**src/common/rf_conv_pkg.sv**
```systemverilog
// Package of register map, field layout and types for the R/F converter.
`default_nettype none
package rf_conv_pkg;
  // Register indices; the byte address is four times the index.
  localparam logic [15:0] IDX_CTL  = 16'h53a0;
  localparam logic [15:0] IDX_TRG  = 16'h53a2;
  localparam logic [15:0] IDX_MCL  = 16'h53a4;
  localparam logic [15:0] IDX_MCH  = 16'h53a6;
  localparam logic [15:0] IDX_TCL  = 16'h53a8;
  localparam logic [15:0] IDX_TCH  = 16'h53aa;
  localparam logic [15:0] IDX_IMSK = 16'h53ac;
  localparam logic [15:0] IDX_IFLG = 16'h53ae;
  // Control register fields and writable mask.
  localparam int          CTL_EN    = 0;
  localparam int          CTL_CHANNEL_SELECT = 1;
  localparam int          CTL_MODE  = 4;
  localparam int          CTL_EVT   = 6;
  localparam int          CTL_CONT  = 7;
  localparam logic [15:0] CTL_MASK  = 16'h00f3;
  // Trigger bits and flag/mask bits.
  localparam int          TRG_REF  = 0;
  localparam int          TRG_SNA  = 1;
  localparam int          TRG_SNB  = 2;
  localparam int          FLG_MCOV = 3;
  localparam int          FLG_TCOV = 4;
  localparam int          TRG_W    = 3;
  localparam int          FLG_W    = 5;
  localparam int          LO_W     = 16;
  // Oscillation modes.
  localparam logic [1:0]  MODE_AC_RES = 2'h1;
  localparam logic [1:0]  MODE_DC_CAP = 2'h2;
  // Reset values.
  localparam logic [15:0] RST_WORD = 16'h0000;
  // AHB-Lite encodings.
  localparam logic [1:0]  HTRANS_NONSEQ = 2'h2;
  localparam logic        HRESP_OKAY    = 1'b0;
  // Bus slave states.
  typedef enum logic {BUS_IDLE = 1'b0, BUS_WAIT = 1'b1} bus_state_e;
  // Byte address of a register index.
  function automatic logic [31:0] regAddr(input logic [15:0] idx);
    return {14'h0000, idx, 2'b00};
  endfunction
endpackage
`default_nettype wire

```
**src/hw/rf_converter_control.sv**
```systemverilog
// R/F converter control: AHB-Lite registers, counters and oscillation control.
// Summary of operation
// - Channel select bit picks channel; reset 0.
// - Triggers reach selected channel only; settings are shared by both.
// - Conversion starts only while enable bit set.
// - Trigger writes ignored while converter disabled.
// - Trigger bits: B=D2, A=D1, ref=D0.
// - Write 1 starts, write 0 stops oscillation.
// - Trigger bit reads back running status.
// - Sensor B blocked in AC-res, DC-cap modes.
// - 24-bit measurement counter, low/high halves.
// - 24-bit time base counter, low/high halves.
// - Mask D4 enables time base overflow.
// - Mask D3 enables measurement overflow.
// - Mask D2 enables sensor B completion.
// - Mask D1, D0 enable sensor A, reference.
// - Measurement overflow ends reference, sets flag.
// - Time base reaching zero ends sensor run.
// - Time base overflow aborts reference, flags error.
// - Writing 1 clears a flag; 0 ignored.
//
// Implementation choice: the AHB-Lite slave port.
`default_nettype none
module rf_converter_control
  import rf_conv_pkg::*;
#(
  parameter int CNT_W = 24
) (
  // Clock and reset.
  input  wire logic        clock,
  input  wire logic        sys_rst,
  // AHB-Lite slave.
  input  wire logic        hsel,
  input  wire logic [31:0] haddr,
  input  wire logic [1:0]  htrans,
  input  wire logic        hwrite,
  input  wire logic [2:0]  hsize,
  input  wire logic [31:0] hwdata,
  input  wire logic        hready,
  output logic             hreadyout,
  output logic [31:0]      hrdata,
  output logic             hresp,
  // Oscillator clocks per channel and the time base count clock.
  input  wire logic [1:0]  rfIn,
  input  wire logic        tcClk,
  // Oscillator control per channel and shared settings.
  output logic [TRG_W-1:0] oscRunCh0,
  output logic [TRG_W-1:0] oscRunCh1,
  output logic [1:0]       oscillationMode,
  output logic             eventMode,
  output logic             irq
);
  localparam int HI_W = CNT_W - LO_W;
  localparam logic [CNT_W-1:0] CNT_MAX = '1;
  localparam logic [CNT_W-1:0] CNT_ONE = CNT_W'(1);

  // Bus slave state.
  bus_state_e  busSt_r, busSt_nxt;
  logic [31:0] addr_r, addr_nxt;
  logic        write_r, write_nxt;
  logic        hready_r, hready_nxt;
  logic [31:0] rdata_r, rdata_nxt;
  // Core state.
  logic [15:0]       ctl_r, ctl_nxt;
  logic [TRG_W-1:0]  trig_r, trig_nxt;
  logic [CNT_W-1:0]  mc_r, mc_nxt;
  logic [CNT_W-1:0]  tc_r, tc_nxt;
  logic [FLG_W-1:0]  msk_r, msk_nxt;
  logic [FLG_W-1:0]  flg_r, flg_nxt;
  logic [TRG_W-1:0]  run0_r, run0_nxt, run1_r, run1_nxt;
  logic              irq_r, irq_nxt;
  // Synchronisers and edge detectors.
  logic [1:0] rfSync1_r, rfSync2_r;
  logic       oscPrev_r, tcSync1_r, tcSync2_r, tcPrev_r;
  logic       oscSel, oscEdge, tick, wrStb, sensorRun, cont;
  logic       mcOv, tcOv, tcZero;
  logic [FLG_W-1:0] setFlg, clrFlg;

  // Pins from other domains pass two flops before any logic reads them.
  always_ff @(posedge clock or posedge sys_rst) begin
    if (sys_rst) begin
      rfSync1_r <= 2'h0;
      rfSync2_r <= 2'h0;
      oscPrev_r <= 1'b0;
      tcSync1_r <= 1'b0;
      tcSync2_r <= 1'b0;
      tcPrev_r  <= 1'b0;
    end else begin
      rfSync1_r <= rfIn;
      rfSync2_r <= rfSync1_r;
      oscPrev_r <= oscSel;
      tcSync1_r <= tcClk;
      tcSync2_r <= tcSync1_r;
      tcPrev_r  <= tcSync2_r;
    end
  end

  // Only the selected channel's oscillator feeds the counter.
  assign oscSel  = ctl_r[CTL_CHANNEL_SELECT] ? rfSync2_r[1] : rfSync2_r[0];
  assign oscEdge = oscSel & ~oscPrev_r;
  assign tick    = tcSync2_r & ~tcPrev_r;
  assign wrStb   = (busSt_r == BUS_WAIT) & write_r;

  // One wait state per transfer lets reads see the previous write.
  always_comb begin
    busSt_nxt  = busSt_r;
    addr_nxt   = addr_r;
    write_nxt  = write_r;
    hready_nxt = 1'b1;
    rdata_nxt  = rdata_r;
    case (busSt_r)
      BUS_IDLE: begin
        if (hsel && hready && htrans == HTRANS_NONSEQ) begin
          busSt_nxt  = BUS_WAIT;
          addr_nxt   = haddr;
          write_nxt  = hwrite;
          hready_nxt = 1'b0;
        end
      end
      BUS_WAIT: begin
        busSt_nxt = BUS_IDLE;
        rdata_nxt = 32'h0000_0000;
        if (addr_r == regAddr(IDX_CTL)) begin
          rdata_nxt[15:0] = ctl_r;
        end else if (addr_r == regAddr(IDX_TRG)) begin
          rdata_nxt[TRG_W-1:0] = trig_r;
        end else if (addr_r == regAddr(IDX_MCL)) begin
          rdata_nxt[LO_W-1:0] = mc_r[LO_W-1:0];
        end else if (addr_r == regAddr(IDX_MCH)) begin
          rdata_nxt[HI_W-1:0] = mc_r[CNT_W-1:LO_W];
        end else if (addr_r == regAddr(IDX_TCL)) begin
          rdata_nxt[LO_W-1:0] = tc_r[LO_W-1:0];
        end else if (addr_r == regAddr(IDX_TCH)) begin
          rdata_nxt[HI_W-1:0] = tc_r[CNT_W-1:LO_W];
        end else if (addr_r == regAddr(IDX_IMSK)) begin
          rdata_nxt[FLG_W-1:0] = msk_r;
        end else if (addr_r == regAddr(IDX_IFLG)) begin
          rdata_nxt[FLG_W-1:0] = flg_r;
        end
      end
      default: busSt_nxt = BUS_IDLE;
    endcase
  end

  always_ff @(posedge clock or posedge sys_rst) begin
    if (sys_rst) begin
      busSt_r  <= BUS_IDLE;
      addr_r   <= 32'h0000_0000;
      write_r  <= 1'b0;
      hready_r <= 1'b1;
      rdata_r  <= 32'h0000_0000;
    end else begin
      busSt_r  <= busSt_nxt;
      addr_r   <= addr_nxt;
      write_r  <= write_nxt;
      hready_r <= hready_nxt;
      rdata_r  <= rdata_nxt;
    end
  end

  // Stop conditions; continuous mode disables all of them.
  assign cont      = ctl_r[CTL_CONT];
  assign sensorRun = trig_r[TRG_SNA] | trig_r[TRG_SNB];
  assign mcOv      = (|trig_r) & oscEdge & (mc_r == CNT_MAX);
  assign tcOv      = trig_r[TRG_REF] & tick & (tc_r == CNT_MAX);
  assign tcZero    = sensorRun & tick & (tc_r == CNT_ONE);

  // Counters, triggers, flags and the interrupt request.
  always_comb begin
    ctl_nxt  = ctl_r;
    trig_nxt = trig_r;
    mc_nxt   = mc_r;
    tc_nxt   = tc_r;
    msk_nxt  = msk_r;
    setFlg   = '0;
    clrFlg   = '0;
    // The reference run counts time base up; sensor runs count it down.
    if (|trig_r && oscEdge) begin
      mc_nxt = mc_r + CNT_ONE;
    end
    if (trig_r[TRG_REF] && tick) begin
      tc_nxt = tc_r + CNT_ONE;
    end else if (sensorRun && tick && tc_r != '0) begin
      tc_nxt = tc_r - CNT_ONE;
    end
    if (!cont) begin
      if (trig_r[TRG_REF] && mcOv) begin
        setFlg[TRG_REF] = 1'b1;
        trig_nxt        = '0;
      end else if (tcOv) begin
        setFlg[FLG_TCOV] = 1'b1;
        trig_nxt         = '0;
      end
      if (tcZero) begin
        setFlg[TRG_W-1:0] = trig_r & ~TRG_W'(1);
        trig_nxt          = '0;
      end else if (sensorRun && mcOv) begin
        setFlg[FLG_MCOV] = 1'b1;
        trig_nxt         = '0;
      end
    end
    // Software writes take effect at the end of the wait state.
    if (wrStb) begin
      if (addr_r == regAddr(IDX_CTL)) begin
        ctl_nxt = hwdata[15:0] & CTL_MASK;
      end else if (addr_r == regAddr(IDX_TRG)) begin
        if (ctl_r[CTL_EN]) begin
          trig_nxt = hwdata[TRG_W-1:0];
          if (!trig_r[TRG_SNB] &&
              (ctl_r[CTL_MODE+:2] == MODE_AC_RES ||
               ctl_r[CTL_MODE+:2] == MODE_DC_CAP)) begin
            trig_nxt[TRG_SNB] = 1'b0;
          end
        end
      end else if (addr_r == regAddr(IDX_MCL)) begin
        mc_nxt[LO_W-1:0] = hwdata[LO_W-1:0];
      end else if (addr_r == regAddr(IDX_MCH)) begin
        mc_nxt[CNT_W-1:LO_W] = hwdata[HI_W-1:0];
      end else if (addr_r == regAddr(IDX_TCL)) begin
        tc_nxt[LO_W-1:0] = hwdata[LO_W-1:0];
      end else if (addr_r == regAddr(IDX_TCH)) begin
        tc_nxt[CNT_W-1:LO_W] = hwdata[HI_W-1:0];
      end else if (addr_r == regAddr(IDX_IMSK)) begin
        msk_nxt = hwdata[FLG_W-1:0];
      end else if (addr_r == regAddr(IDX_IFLG)) begin
        clrFlg = hwdata[FLG_W-1:0];
      end
    end
    // A new event in the clearing cycle is kept: set wins.
    flg_nxt  = (flg_r & ~clrFlg) | setFlg;
    irq_nxt  = |(flg_nxt & msk_nxt);
    run0_nxt = ctl_nxt[CTL_CHANNEL_SELECT] ? '0 : trig_nxt;
    run1_nxt = ctl_nxt[CTL_CHANNEL_SELECT] ? trig_nxt : '0;
  end

  always_ff @(posedge clock or posedge sys_rst) begin
    if (sys_rst) begin
      ctl_r  <= RST_WORD;
      trig_r <= '0;
      mc_r   <= '0;
      tc_r   <= '0;
      msk_r  <= '0;
      flg_r  <= '0;
      run0_r <= '0;
      run1_r <= '0;
      irq_r  <= 1'b0;
    end else begin
      ctl_r  <= ctl_nxt;
      trig_r <= trig_nxt;
      mc_r   <= mc_nxt;
      tc_r   <= tc_nxt;
      msk_r  <= msk_nxt;
      flg_r  <= flg_nxt;
      run0_r <= run0_nxt;
      run1_r <= run1_nxt;
      irq_r  <= irq_nxt;
    end
  end

  // All outputs but the tied-off hresp come straight from flops.
  assign hreadyout       = hready_r;
  assign hrdata          = rdata_r;
  assign hresp           = HRESP_OKAY;
  assign oscRunCh0       = run0_r;
  assign oscRunCh1       = run1_r;
  assign oscillationMode = ctl_r[CTL_MODE+:2];
  assign eventMode       = ctl_r[CTL_EVT];
  assign irq             = irq_r;
endmodule
`default_nettype wire

```
**config.mk**
```make
export PLATFORM = sky130hd
export DESIGN_NAME = rf_converter_control
export DESIGN_NICKNAME = d
export VERILOG_FILES = /design/src/common/rf_conv_pkg.sv /design/src/hw/rf_converter_control.sv
export SDC_FILE = /design/constraint.sdc
export NUM_CORES = 1
export LEC_CHECK = 0
export ABC_AREA = 1
export BUFFER_PORTS_ARGS = -buffer_cell sky130_fd_sc_hd__buf_2
export CAP_MARGIN = 20
export CORE_UTILIZATION = 25
export CTS_CLUSTER_SIZE = 10
export DETAILED_ROUTE_END_ITERATION = 7
export PLACE_DENSITY = 0.4
export SLEW_MARGIN = 20
export SYNTH_ARGS = -nofsm -noshare
export SYNTH_HDL_FRONTEND = slang
export SYNTH_SLANG_ARGS = --single-unit
```
**constraint.sdc**
```tcl
create_clock -name clock -period 5.38 [get_ports clock]
set_clock_uncertainty 0.2 [all_clocks]
set_input_delay 1.345 -clock clock [delete_from_list [all_inputs] [get_ports clock]]
set_output_delay 1.345 -clock clock [all_outputs]
set_load 0.005 [all_outputs]
```
Yosys cells after proc, flatten, opt, wreduce, memory -nomap -nowiden
Cells that the tools add are included.
- register bits after elaboration: 133
- output and inout bits: 44
- input bits: 77
- logic and storage cells: 143
- muxes and demuxes: 72
- equality and inequality tests: 14
- bitwise logic cells: 17
- add/subtract/negate cells: 3
- reductions and logical operators: 16
- operators with widths (kind ; count):
    two-way mux 24 bit ; 11
    equality test 32 x 17 -> 1 bit, second input constant ; 8
    two-way mux 5 bit ; 21
    two-way mux 16 bit ; 4
    two-way mux 8 bit ; 8
    adder 24 x 1 -> 24 bit, second input constant ; 2
    equality test 24 bit, second input constant ; 2
    two-way mux 3 bit ; 14
    equality test 24 x 1 -> 1 bit, second input constant ; 1
    nonzero test 24 bit ; 1
    subtractor 24 x 1 -> 24 bit, second input constant ; 1
    two-way mux 13 bit ; 1
    AND 5 bit ; 2
    two-way mux 1 bit ; 10
    AND 1 bit ; 9
    logical AND 1 bit ; 9
    NOT 5 bit ; 1
    OR 5 bit ; 1
    OR reduction 5 bit ; 1
    equality test 2 bit, second input constant ; 2
    two-way mux 2 bit ; 2
    AND reduction 2 bit ; 2
    NOT 1 bit ; 3
    OR reduction 3 bit ; 1
    other kinds (5) ; 5

Depth between registers and ports, before layout
Gate-level depths: netlist (run 1).
- depth in word-level cells: 15
- gate-level depth with buffers: 15
- mapped depth without buffers: 14

Worst setup path after synthesis (run 1)
OpenSTA, ideal clock, no wires.
- path type: input port to flip-flop
- start: in hready
- end: reg addr_r[0]
- arrival time: 2.257 ns
- setup slack: 2.806 ns
- data required time: 5.063 ns
- buffers on the path: 2
- stages on the path: 8
- setup time: 0.117 ns
- cells stage by stage: nand2_1 nor2_1 and3_1 clkbuf_1 buf_2 clkinv_1 nand2_1 nand2_1
- cells in the longest elaborated chain, start to end: 3
- RTL lines (element ; RTL line ; source):
    start: declaration ; rf_converter_control.sv:39 ; input wire logic hready,
    logical AND 1 bit (2 in a row) ; rf_converter_control.sv:113 ; if (hsel && hready && htrans == HTRANS_NONSEQ) begin
    AND reduction 2 bit (no source line) ; n/a ;
    end signal: assignment ; rf_converter_control.sv:154 ; addr_r <= addr_nxt;
    end: declaration ; rf_converter_control.sv:59 ; logic [31:0] addr_r, addr_nxt;
No other way between the ends.
A chain may end at the register's enable or synchronous reset.

Final worst setup path (run 1)
- start: reg addr_r[3]
- end: reg irq_r (netlist: irq)
- cells in the longest elaborated chain, start to end: 15
- elaborated cells between the ends (all ways): 30
- classes of those cells: 8 x eq/ne; 17 x mux; 4 x bitwise; 1 x reduce/logical
- RTL lines (element ; RTL line ; source):
    equality test 32 x 17 -> 1 bit ; rf_converter_control.sv:225 ; end else if (addr_r == regAddr(IDX_IFLG)) begin
    two-way mux 5 bit ; rf_converter_control.sv:225 ;
    two-way mux 5 bit ; rf_converter_control.sv:223 ; end else if (addr_r == regAddr(IDX_IMSK)) begin
    two-way mux 5 bit ; rf_converter_control.sv:221 ; end else if (addr_r == regAddr(IDX_TCH)) begin
    two-way mux 5 bit ; rf_converter_control.sv:219 ; end else if (addr_r == regAddr(IDX_TCL)) begin
    two-way mux 5 bit ; rf_converter_control.sv:217 ; end else if (addr_r == regAddr(IDX_MCH)) begin
    two-way mux 5 bit ; rf_converter_control.sv:215 ; end else if (addr_r == regAddr(IDX_MCL)) begin
    two-way mux 5 bit ; rf_converter_control.sv:206 ; end else if (addr_r == regAddr(IDX_TRG)) begin
    two-way mux 5 bit (*) ; rf_converter_control.sv:204 ; if (addr_r == regAddr(IDX_CTL)) begin
    two-way mux 5 bit (*) ; rf_converter_control.sv:203 ; if (wrStb) begin
    NOT 5 bit (*) ; rf_converter_control.sv:230 ; flg_nxt = (flg_r & ~clrFlg) | setFlg;
    AND 5 bit (*) ; rf_converter_control.sv:230 ;
    OR 5 bit (*) ; rf_converter_control.sv:230 ;
    named net flg_nxt[4] ; rf_converter_control.sv:69 ; logic [FLG_W-1:0] flg_r, flg_nxt;
    AND 5 bit (*) ; rf_converter_control.sv:231 ; irq_nxt = |(flg_nxt & msk_nxt);
    OR reduction 5 bit (*) ; rf_converter_control.sv:231 ;
    named net irq_nxt ; rf_converter_control.sv:71 ; logic irq_r, irq_nxt;
    end signal: assignment ; rf_converter_control.sv:256 ; irq_r <= irq_nxt;
    end: declaration ; rf_converter_control.sv:71 ;
Mark *: on every way through the listed nets, which the timed path passes. The rest lies on a longest branch.

==> summary.txt, run 1 <==
area of the mapped netlist = 0.00896 mm^2
worst vdd ir = 0.000231 V
post-CTS setup buffer count = 0
Mapped Cells = 1309
length in cells of the worst reg-to-reg path = 11
Clk Latency, worst-skew pair = 0.44 ns
CTS Buffer Depth = 2
I/O Pins = 121
largest net degree at the start of global routing = 70
P_leak = 5.17 nW
Critical Path Source = addr_r[3]
hold path depth = 0
mean post-synth cell area = 6.85 um^2
total gr overflow = 0
Pwr per Cell Area = 364 mW/mm^2
Multi-input gate area = 0.00470 mm^2
CP Launch Type = register
Most used DFF post-synth = dfrtp_1
CTS resizes = 0
Setup violations, final = 0
total area of sequential cells = 0.00333 mm^2
Slew headroom = 37.1%
Max Slew Vio Count = 0
EDFF count, synth = 0
maximum clock frequency = 0.315 GHz
Synthesis Warnings = 0
Worst Tran Pin Value = 0.940 ns
fin crit period = 3.17 ns
ANT cells = 0
setup TNS = 0 ns
Final Total Pwr = 3.74 mW
Distinct cells, synth = 44
dpl cell area = 0.00969 mm^2
# DRC = 0
Root Driver = clkbuf_16
Die H = 191 um
flip-flop and latch count after synthesis = 133
Area Growth Syn to Fin = 14.7%
Crit path required time = 5.50 ns
drt wl/cell = 16.9 um
GRT Util Overall = 17.7%
initial core utilization = 25.7%
Vias = 8284
DRT Wirelength = 31200 um
crit share post-route = 59.0%
total CTS buffers = 17
DP Wirelength = 23800 um
first-pass GRT wire length = 48600 um
CTS tree = built
Port Buffer Count = 84
Core Area = 0.0349 mm^2
Starting DRT DRC Count = 555
CTS Hold Buffers Added = 0
reg2reg start = addr_r[3]
critical path capture point type = register
MaxCap Viol Count = 0
Async SR Flop Fraction = 100%
clk slew on worst S/H paths = 0.07 ns
ANT nets after route = 0
fill cell count = 3973
vias in the first global route = 8111
outcome = completed
WS Path Type = register to register
share of cells above drive strength 1 = 13.8%
Hold Startpoint = rfSync1_r[1]
H-tree levels = 4
gpl congestion = 0.872
cell area after layout = 0.0103 mm^2
largest driver fanout on the critical path = 13
register area share after synthesis = 37.1%
Layout Nets = 1460
Via density = 4.49
CTS Sinks = 133
Hold Path Class = register to register
unrepaired setup endpoints after global routing = false
FP Rows = 68
initial antenna violation count = 0
TritonRoute pass-1 iters = 5
Die Footprint = 0.0366 mm^2
fin util = 29.5%
Final Hold Viols = 0
Die Wd = 191 um
Worst Path Arrival = 3.30 ns
[sequential cells by signal (all words and copies together), names as in the netlist, 5 cells and up]
| register | cells |
|---|---|
| mc_r | 24 |
| tc_r | 24 |
| ctl_r | 6 |
| flg_r | 5 |
| msk_r | 5 |
| hrdata | 16 |
| addr_r | 32 |
[cell families after synthesis]
| family | after synthesis | share of synthesized area [%] |
|---|---|---|
| flip-flops | 133 | 37.1 |
| other | 1 | 0.0418 |
| AO/OA/AOI/OAI | 150 | 9.00 |
| adder cells (fa/ha/maj) | 5 | 0.698 |
| XOR/XNOR | 61 | 5.96 |
| buffers and inverters | 222 | 11.1 |
| AND/OR/NAND/NOR | 737 | 36.1 |
[layer usage]
layer / global-route usage [%] / up-vias / routed length (um)
li1: - / 4214 / -
met1: 25.5 / 3852 / 15700
met2: 27.8 / 193 / 13900
met3: 2.31 / 25 / 1150
met4: 4.40 / 0 / 516
met5: 0 / - / 0
[Yosys cell counts (2+ instances only)]
cell type | n | area [um^2]
nand2_1 | 393 | 1480
nor2_1 | 170 | 638
inv_1 | 148 | 556
dfrtp_1 | 132 | 3300
nand3_1 | 83 | 415
o21ai_0 | 72 | 360
xor2_1 | 54 | 473
o21ai_1 | 37 | 185
nand4_1 | 27 | 169
buf_4 | 22 | 165
a21oi_1 | 17 | 85.1
inv_2 | 14 | 52.6
nor2_2 | 13 | 81.3
buf_2 | 11 | 55.1
clkbuf_1 | 11 | 41.3
nor3_1 | 11 | 55.1
nand2_2 | 10 | 62.6
buf_6 | 8 | 90.1
a31oi_1 | 7 | 43.8
nor2_4 | 7 | 78.8
xnor2_1 | 7 | 61.3
ha_1 | 5 | 62.6
o211ai_1 | 5 | 37.5
nand2_4 | 4 | 45.0
nor3_2 | 4 | 40.0
o21ai_2 | 4 | 35.0
o22ai_1 | 4 | 25.0
clkinv_1 | 3 | 11.3
clkinv_2 | 3 | 15.0
nand3_2 | 3 | 30.0
nor2_8 | 3 | 60.1
buf_1 | 2 | 7.51
nand3b_1 | 2 | 15.0
nand4_2 | 2 | 25.0
o31ai_1 | 2 | 15.0
[layout by cell type, fill, tap and decap left out, drive strengths merged, types with 29 or more instances in the layout]
cell type	instances
inv	169
nand2	407
nand3	87
xor2	54
buf	88
nand4	29
dfrtp	132
nor2	193
o21ai	113
[worst paths after layout]
path,slack (ns),endpoint
max in group asynchronous,3.21,hreadyout
min,0.15,rfSync2_r[1]
max,2.21,irq
min in group asynchronous,0.80,tc_r[3]
max reg2reg,2.21,irq
min reg2reg,0.15,rfSync2_r[1]
[critical path: stages (launching register included)]
cell and delay, ns:
dfrtp_1 0.72, inv_1 0.29, nor2_1 0.79, nand3_1 0.14, nor2_1 0.38, nand3_1 0.12, nand2_1 0.08, nand2_1 0.06
nand2_1 0.07, nand2_1 0.06, nor2_1 0.10, nand2_1 0.06
[per-stage QoR]
step	setup WS (ns)	cells	hold slack, ns
3_3_place_gp	2.20	1814	0.133
5_1_grt	1.97	1845	0.158
3_5_place_dp	2.16	1814	0.137
2_1_floorplan	0.282	1325	0.131
4_1_cts	2.14	1845	0.154
6_report	2.21	1845	0.152
[where the power goes]
part / switching (mW) / total, mW / internal [mW]
registers: 0.247 / 1.41 / 1.17
clock network: 0.517 / 1.21 / 0.695
logic: 0.749 / 1.12 / 0.366
total: 1.51 / 3.74 / 2.23
[layout make-up]
| type | count | area share [%] |
|---|---|---|
| clock inverters | 14 | 1.62 |
| inverters | 168 | 6.22 |
| multi-input cells | 970 | 45.7 |
| repair buffers | 88 | 4.38 |
| clock buffers | 17 | 4.14 |
| flip-flops and latches | 133 | 32.4 |
| well taps | 455 | 5.54 |
No activity file was read; power rests on OpenSTA's default activity.
==> run 2: changes to the inputs <==
- ABC_AREA: 1 -> 0
- PLACE_DENSITY: 0.4 -> 0.42
- clock period: 5.38 -> 2.7 ns (I/O delays scaled with it)
==> run 2 against run 1 <==
Via count decreased by 27%. Sequential cell count unchanged. Clock-buffer cell count increased by 1. Critical endpoint is now oscRunCh1[1].
==> summary.txt, run 2 <==
outcome = completed (unchanged)
Vias = 6017 (was 8284)
Pwr per Cell Area = 564 mW/mm^2 (was 364 mW/mm^2)
length in cells of the worst reg-to-reg path = 9 (was 11)
commonest cells after routing, fill and taps aside = dfrtp_1 (132), buf_4 (99), buf_2 (84) (was nand2_1 (393), nor2_1 (170), inv_1 (147))
Mapped Cells = 733 (was 1309)
Hold Path Class = register to register (unchanged)
Distinct cells, synth = 74 (was 44)
P_leak = 3.93 nW (was 5.17 nW)
Final Hold Viols = 0 (unchanged)
Most used DFF post-synth = dfrtp_1 (unchanged)
Synth top area share = 45.6% (was 36.8%)
reg2reg start = tc_r[21] (was addr_r[3])
mean post-synth cell area = 9.89 um^2 (was 6.85 um^2)
top flop regs = addr_r: 32 flops, mc_r: 24 flops, tc_r: 24 flops (unchanged)
Clk Latency, worst-skew pair = 0.43 ns (was 0.44 ns)
Critical-path top delay cell = or4b_2 (was nor2_1)
CTS tree = built (unchanged)
worst setup slack after layout = 0.139 ns (was 2.21 ns)
dpl cell area = 0.00862 mm^2 (was 0.00969 mm^2)
Slew headroom = 62.8% (was 37.1%)
Starting DRT DRC Count = 342 (was 555)
most common cell after layout, fill and taps aside = dfrtp_1 (was nand2_1)
fin util = 32.9% (was 29.5%)
# DRC = 0 (unchanged)
total CTS buffers = 17 (unchanged)
Die Wd = 172 um (was 191 um)
most instantiated cells after synthesis = dfrtp_1 (132), nor2_1 (73), a21oi_1 (53) (was nand2_1 (393), nor2_1 (170), inv_1 (148))
Synth area leaders = dfrtp_1 (46%), mux2_2 (7.5%), nor2_1 (3.8%), a21oi_1 (3.7%), xor2_1 (3.1%) (was dfrtp_1 (37%), nand2_1 (16%), nor2_1 (7.1%), inv_1 (6.2%), xor2_1 (5.3%))
Worst Setup EP = oscRunCh1[1] (was irq)
gpl congestion = 0.858 (was 0.872)
Worst Tran Pin Value = 0.554 ns (was 0.940 ns)
total gr overflow = 0 (unchanged)
vias in the first global route = 6035 (was 8111)
WS Path Type = register to register (unchanged)
Port Buffer Count = 84 (unchanged)
Crit path required time = 2.82 ns (was 5.50 ns)
Final Total Pwr = 5.22 mW (was 3.74 mW)
Synthesis Warnings = 0 (unchanged)
Core Area = 0.0282 mm^2 (was 0.0349 mm^2)
Critical R2R Capture = oscRunCh1[1] (was irq)
Largest Register = addr_r (unchanged)
EDFF count, synth = 0 (unchanged)
I/O Pins = 121 (unchanged)
largest driver fanout on the critical path = 6 (was 13)
H-tree levels = 4 (unchanged)
ANT nets after route = 0 (unchanged)
Max Slew Vio Count = 0 (unchanged)
max reg flops = 32 (unchanged)
DP Worst Slack = -0.00799 ns (was 2.16 ns)
CTS Buffer Depth = 2 (unchanged)
Async SR Flop Fraction = 100% (unchanged)
Critical Path Source = tc_r[21] (was addr_r[3])
most instantiated library cell after synthesis = dfrtp_1 (was nand2_1)
crit-path cells = nand2_1 > or4b_2 > nor4_2 > buf_4 > nor4_1 > buf_4 > a22oi_1 > buf_4 > nor2_1 (was inv_1 > nor2_1 > nand3_1 > nor2_1 > nand3_1 > nand2_1 > nand2_1 > nand2_1 > nand2_1 > nor2_1 > nand2_1)
largest net degree at the start of global routing = 85 (was 70)
critical path capture point type = register (unchanged)
area of the mapped netlist = 0.00725 mm^2 (was 0.00896 mm^2)
TritonRoute pass-1 iters = 5 (unchanged)
Worst Path Arrival = 2.68 ns (was 3.30 ns)
Layout Nets = 974 (was 1460)
fin crit period = 2.56 ns (was 3.17 ns)
Die H = 172 um (was 191 um)
FP Rows = 61 (was 68)
worst vdd ir = 0.000302 V (was 0.000231 V)
drt wl/cell = 17.9 um (was 16.9 um)
maximum clock frequency = 0.390 GHz (was 0.315 GHz)
CP dominant cell by count = buf_4 (was nand2_1)
register area share after synthesis = 45.9% (was 37.1%)
unrepaired setup endpoints after global routing = true (was false)
first-pass GRT wire length = 36200 um (was 48600 um)
cell area after layout = 0.00926 mm^2 (was 0.0103 mm^2)
DP Wirelength = 17300 um (was 23800 um)
clk slew on worst S/H paths = 0.07 ns (about the same)
share of cells above drive strength 1 = 33.7% (was 13.8%)
CP Launch Type = register (unchanged)
GRT Util Overall = 16.5% (was 17.7%)
CTS Sinks = 133 (unchanged)
Root Driver = clkbuf_16 (unchanged)
DRT Wirelength = 23000 um (was 31200 um)
Area Growth Syn to Fin = 27.7% (was 14.7%)
MaxCap Viol Count = 0 (unchanged)
flip-flop and latch count after synthesis = 133 (unchanged)
initial antenna violation count = 1 (was 0)
ANT cells = 0 (unchanged)
Via density = 4.69 (was 4.49)
Yosys top cell by area = dfrtp_1 (unchanged)
crit share post-route = 94.9% (was 59.0%)
Die Footprint = 0.0297 mm^2 (was 0.0366 mm^2)
initial core utilization = 25.7% (about the same)
max incr delay on CP = 0.63 ns (was 0.79 ns)
reg-to-reg setup timing slack = 0.14 ns (was 2.21 ns)
Setup violations, final = 0 (unchanged)
-- run 2: final cells by class --
cell class	instances	area, um^2
fillers	2966	18900
multi-input cells	534	3600
flip-flops and latches	133	3330
repair buffers	186	1210
well taps	378	473
clock buffers	18	429
clock inverters	14	135
inverters	20	78.8
-- run 2: cell families after synthesis --
group / share of synthesized area, %
muxes: 8.58
xor gates and xnor gates: 5.68
AOI/OAI and AO/OA: 12.4
DFF: 45.9
adders and majority gates: 0.863
other: 0.0517
and+or+nand+nor: 20.4
buffers and inverters: 6.11
-- run 2: power breakdown --
group / internal [mW] / switching, mW / total (mW) / leakage (nW)
clock network: 1.22 / 1.03 / 2.25 / 0.265
logic: 0.310 / 0.344 / 0.654 / 2.08
registers: 2.18 / 0.138 / 2.32 / 1.58
-- run 2: repair_timing --
action	in CTS	in global routing
hold buffers	1	0
endpoints found under the hold margin	1	0
buffers inserted	0	1
pin swaps	0	2
setup endpoints to repair	2	28
resized for setup	1	11
-- run 2: worst min path at each step --
| stage | from | to | slack, ns | cells past startpoint |
|---|---|---|---|---|
| after floorplan | rfSync1_r[0] | rfSync2_r[0] | 0.13 | 0 |
| after global placement | tcSync1_r | tcSync2_r | 0.14 | 0 |
| after detailed placement | rfSync1_r[0] | rfSync2_r[0] | 0.14 | 0 |
| after CTS | rfIn[0] | rfSync1_r[0] | 0.13 | 1 |
| after global routing | rfIn[0] | rfSync1_r[0] | 0.13 | 1 |
| final | rfSync1_r[0] | rfSync2_r[0] | 0.15 | 0 |
-- run 2: worst max-delay path: cells and delay by family (launching register included) --
family | cells | cell delay [ns]
simple gates | 5 | 1.11
flops | 1 | 0.44
compound gates | 1 | 0.20
buf+inv | 3 | 0.50
-- run 2: routing by layer --
layer / GRT usage (%) / share of wire (%) / wire [um] / vias to the layer above
li1: - / - / - / 2924
met1: 22.5 / 48 / 11100 / 2921
met2: 26.5 / 46 / 10700 / 157
met3: 3.62 / 4.5 / 1030 / 15
met4: 3.73 / 0.99 / 227 / 0
met5: 0 / 0 / 0 / -
-- run 2: through the flow --
step,cells,hold slack [ns],setup TNS (ns)
global route,1283,0.131,-0.00494
detailed placement,1249,0.138,-0.00799
global placement,1249,0.135,0
finish,1283,0.151,0
floorplan,749,0.131,0
CTS,1282,0.134,0
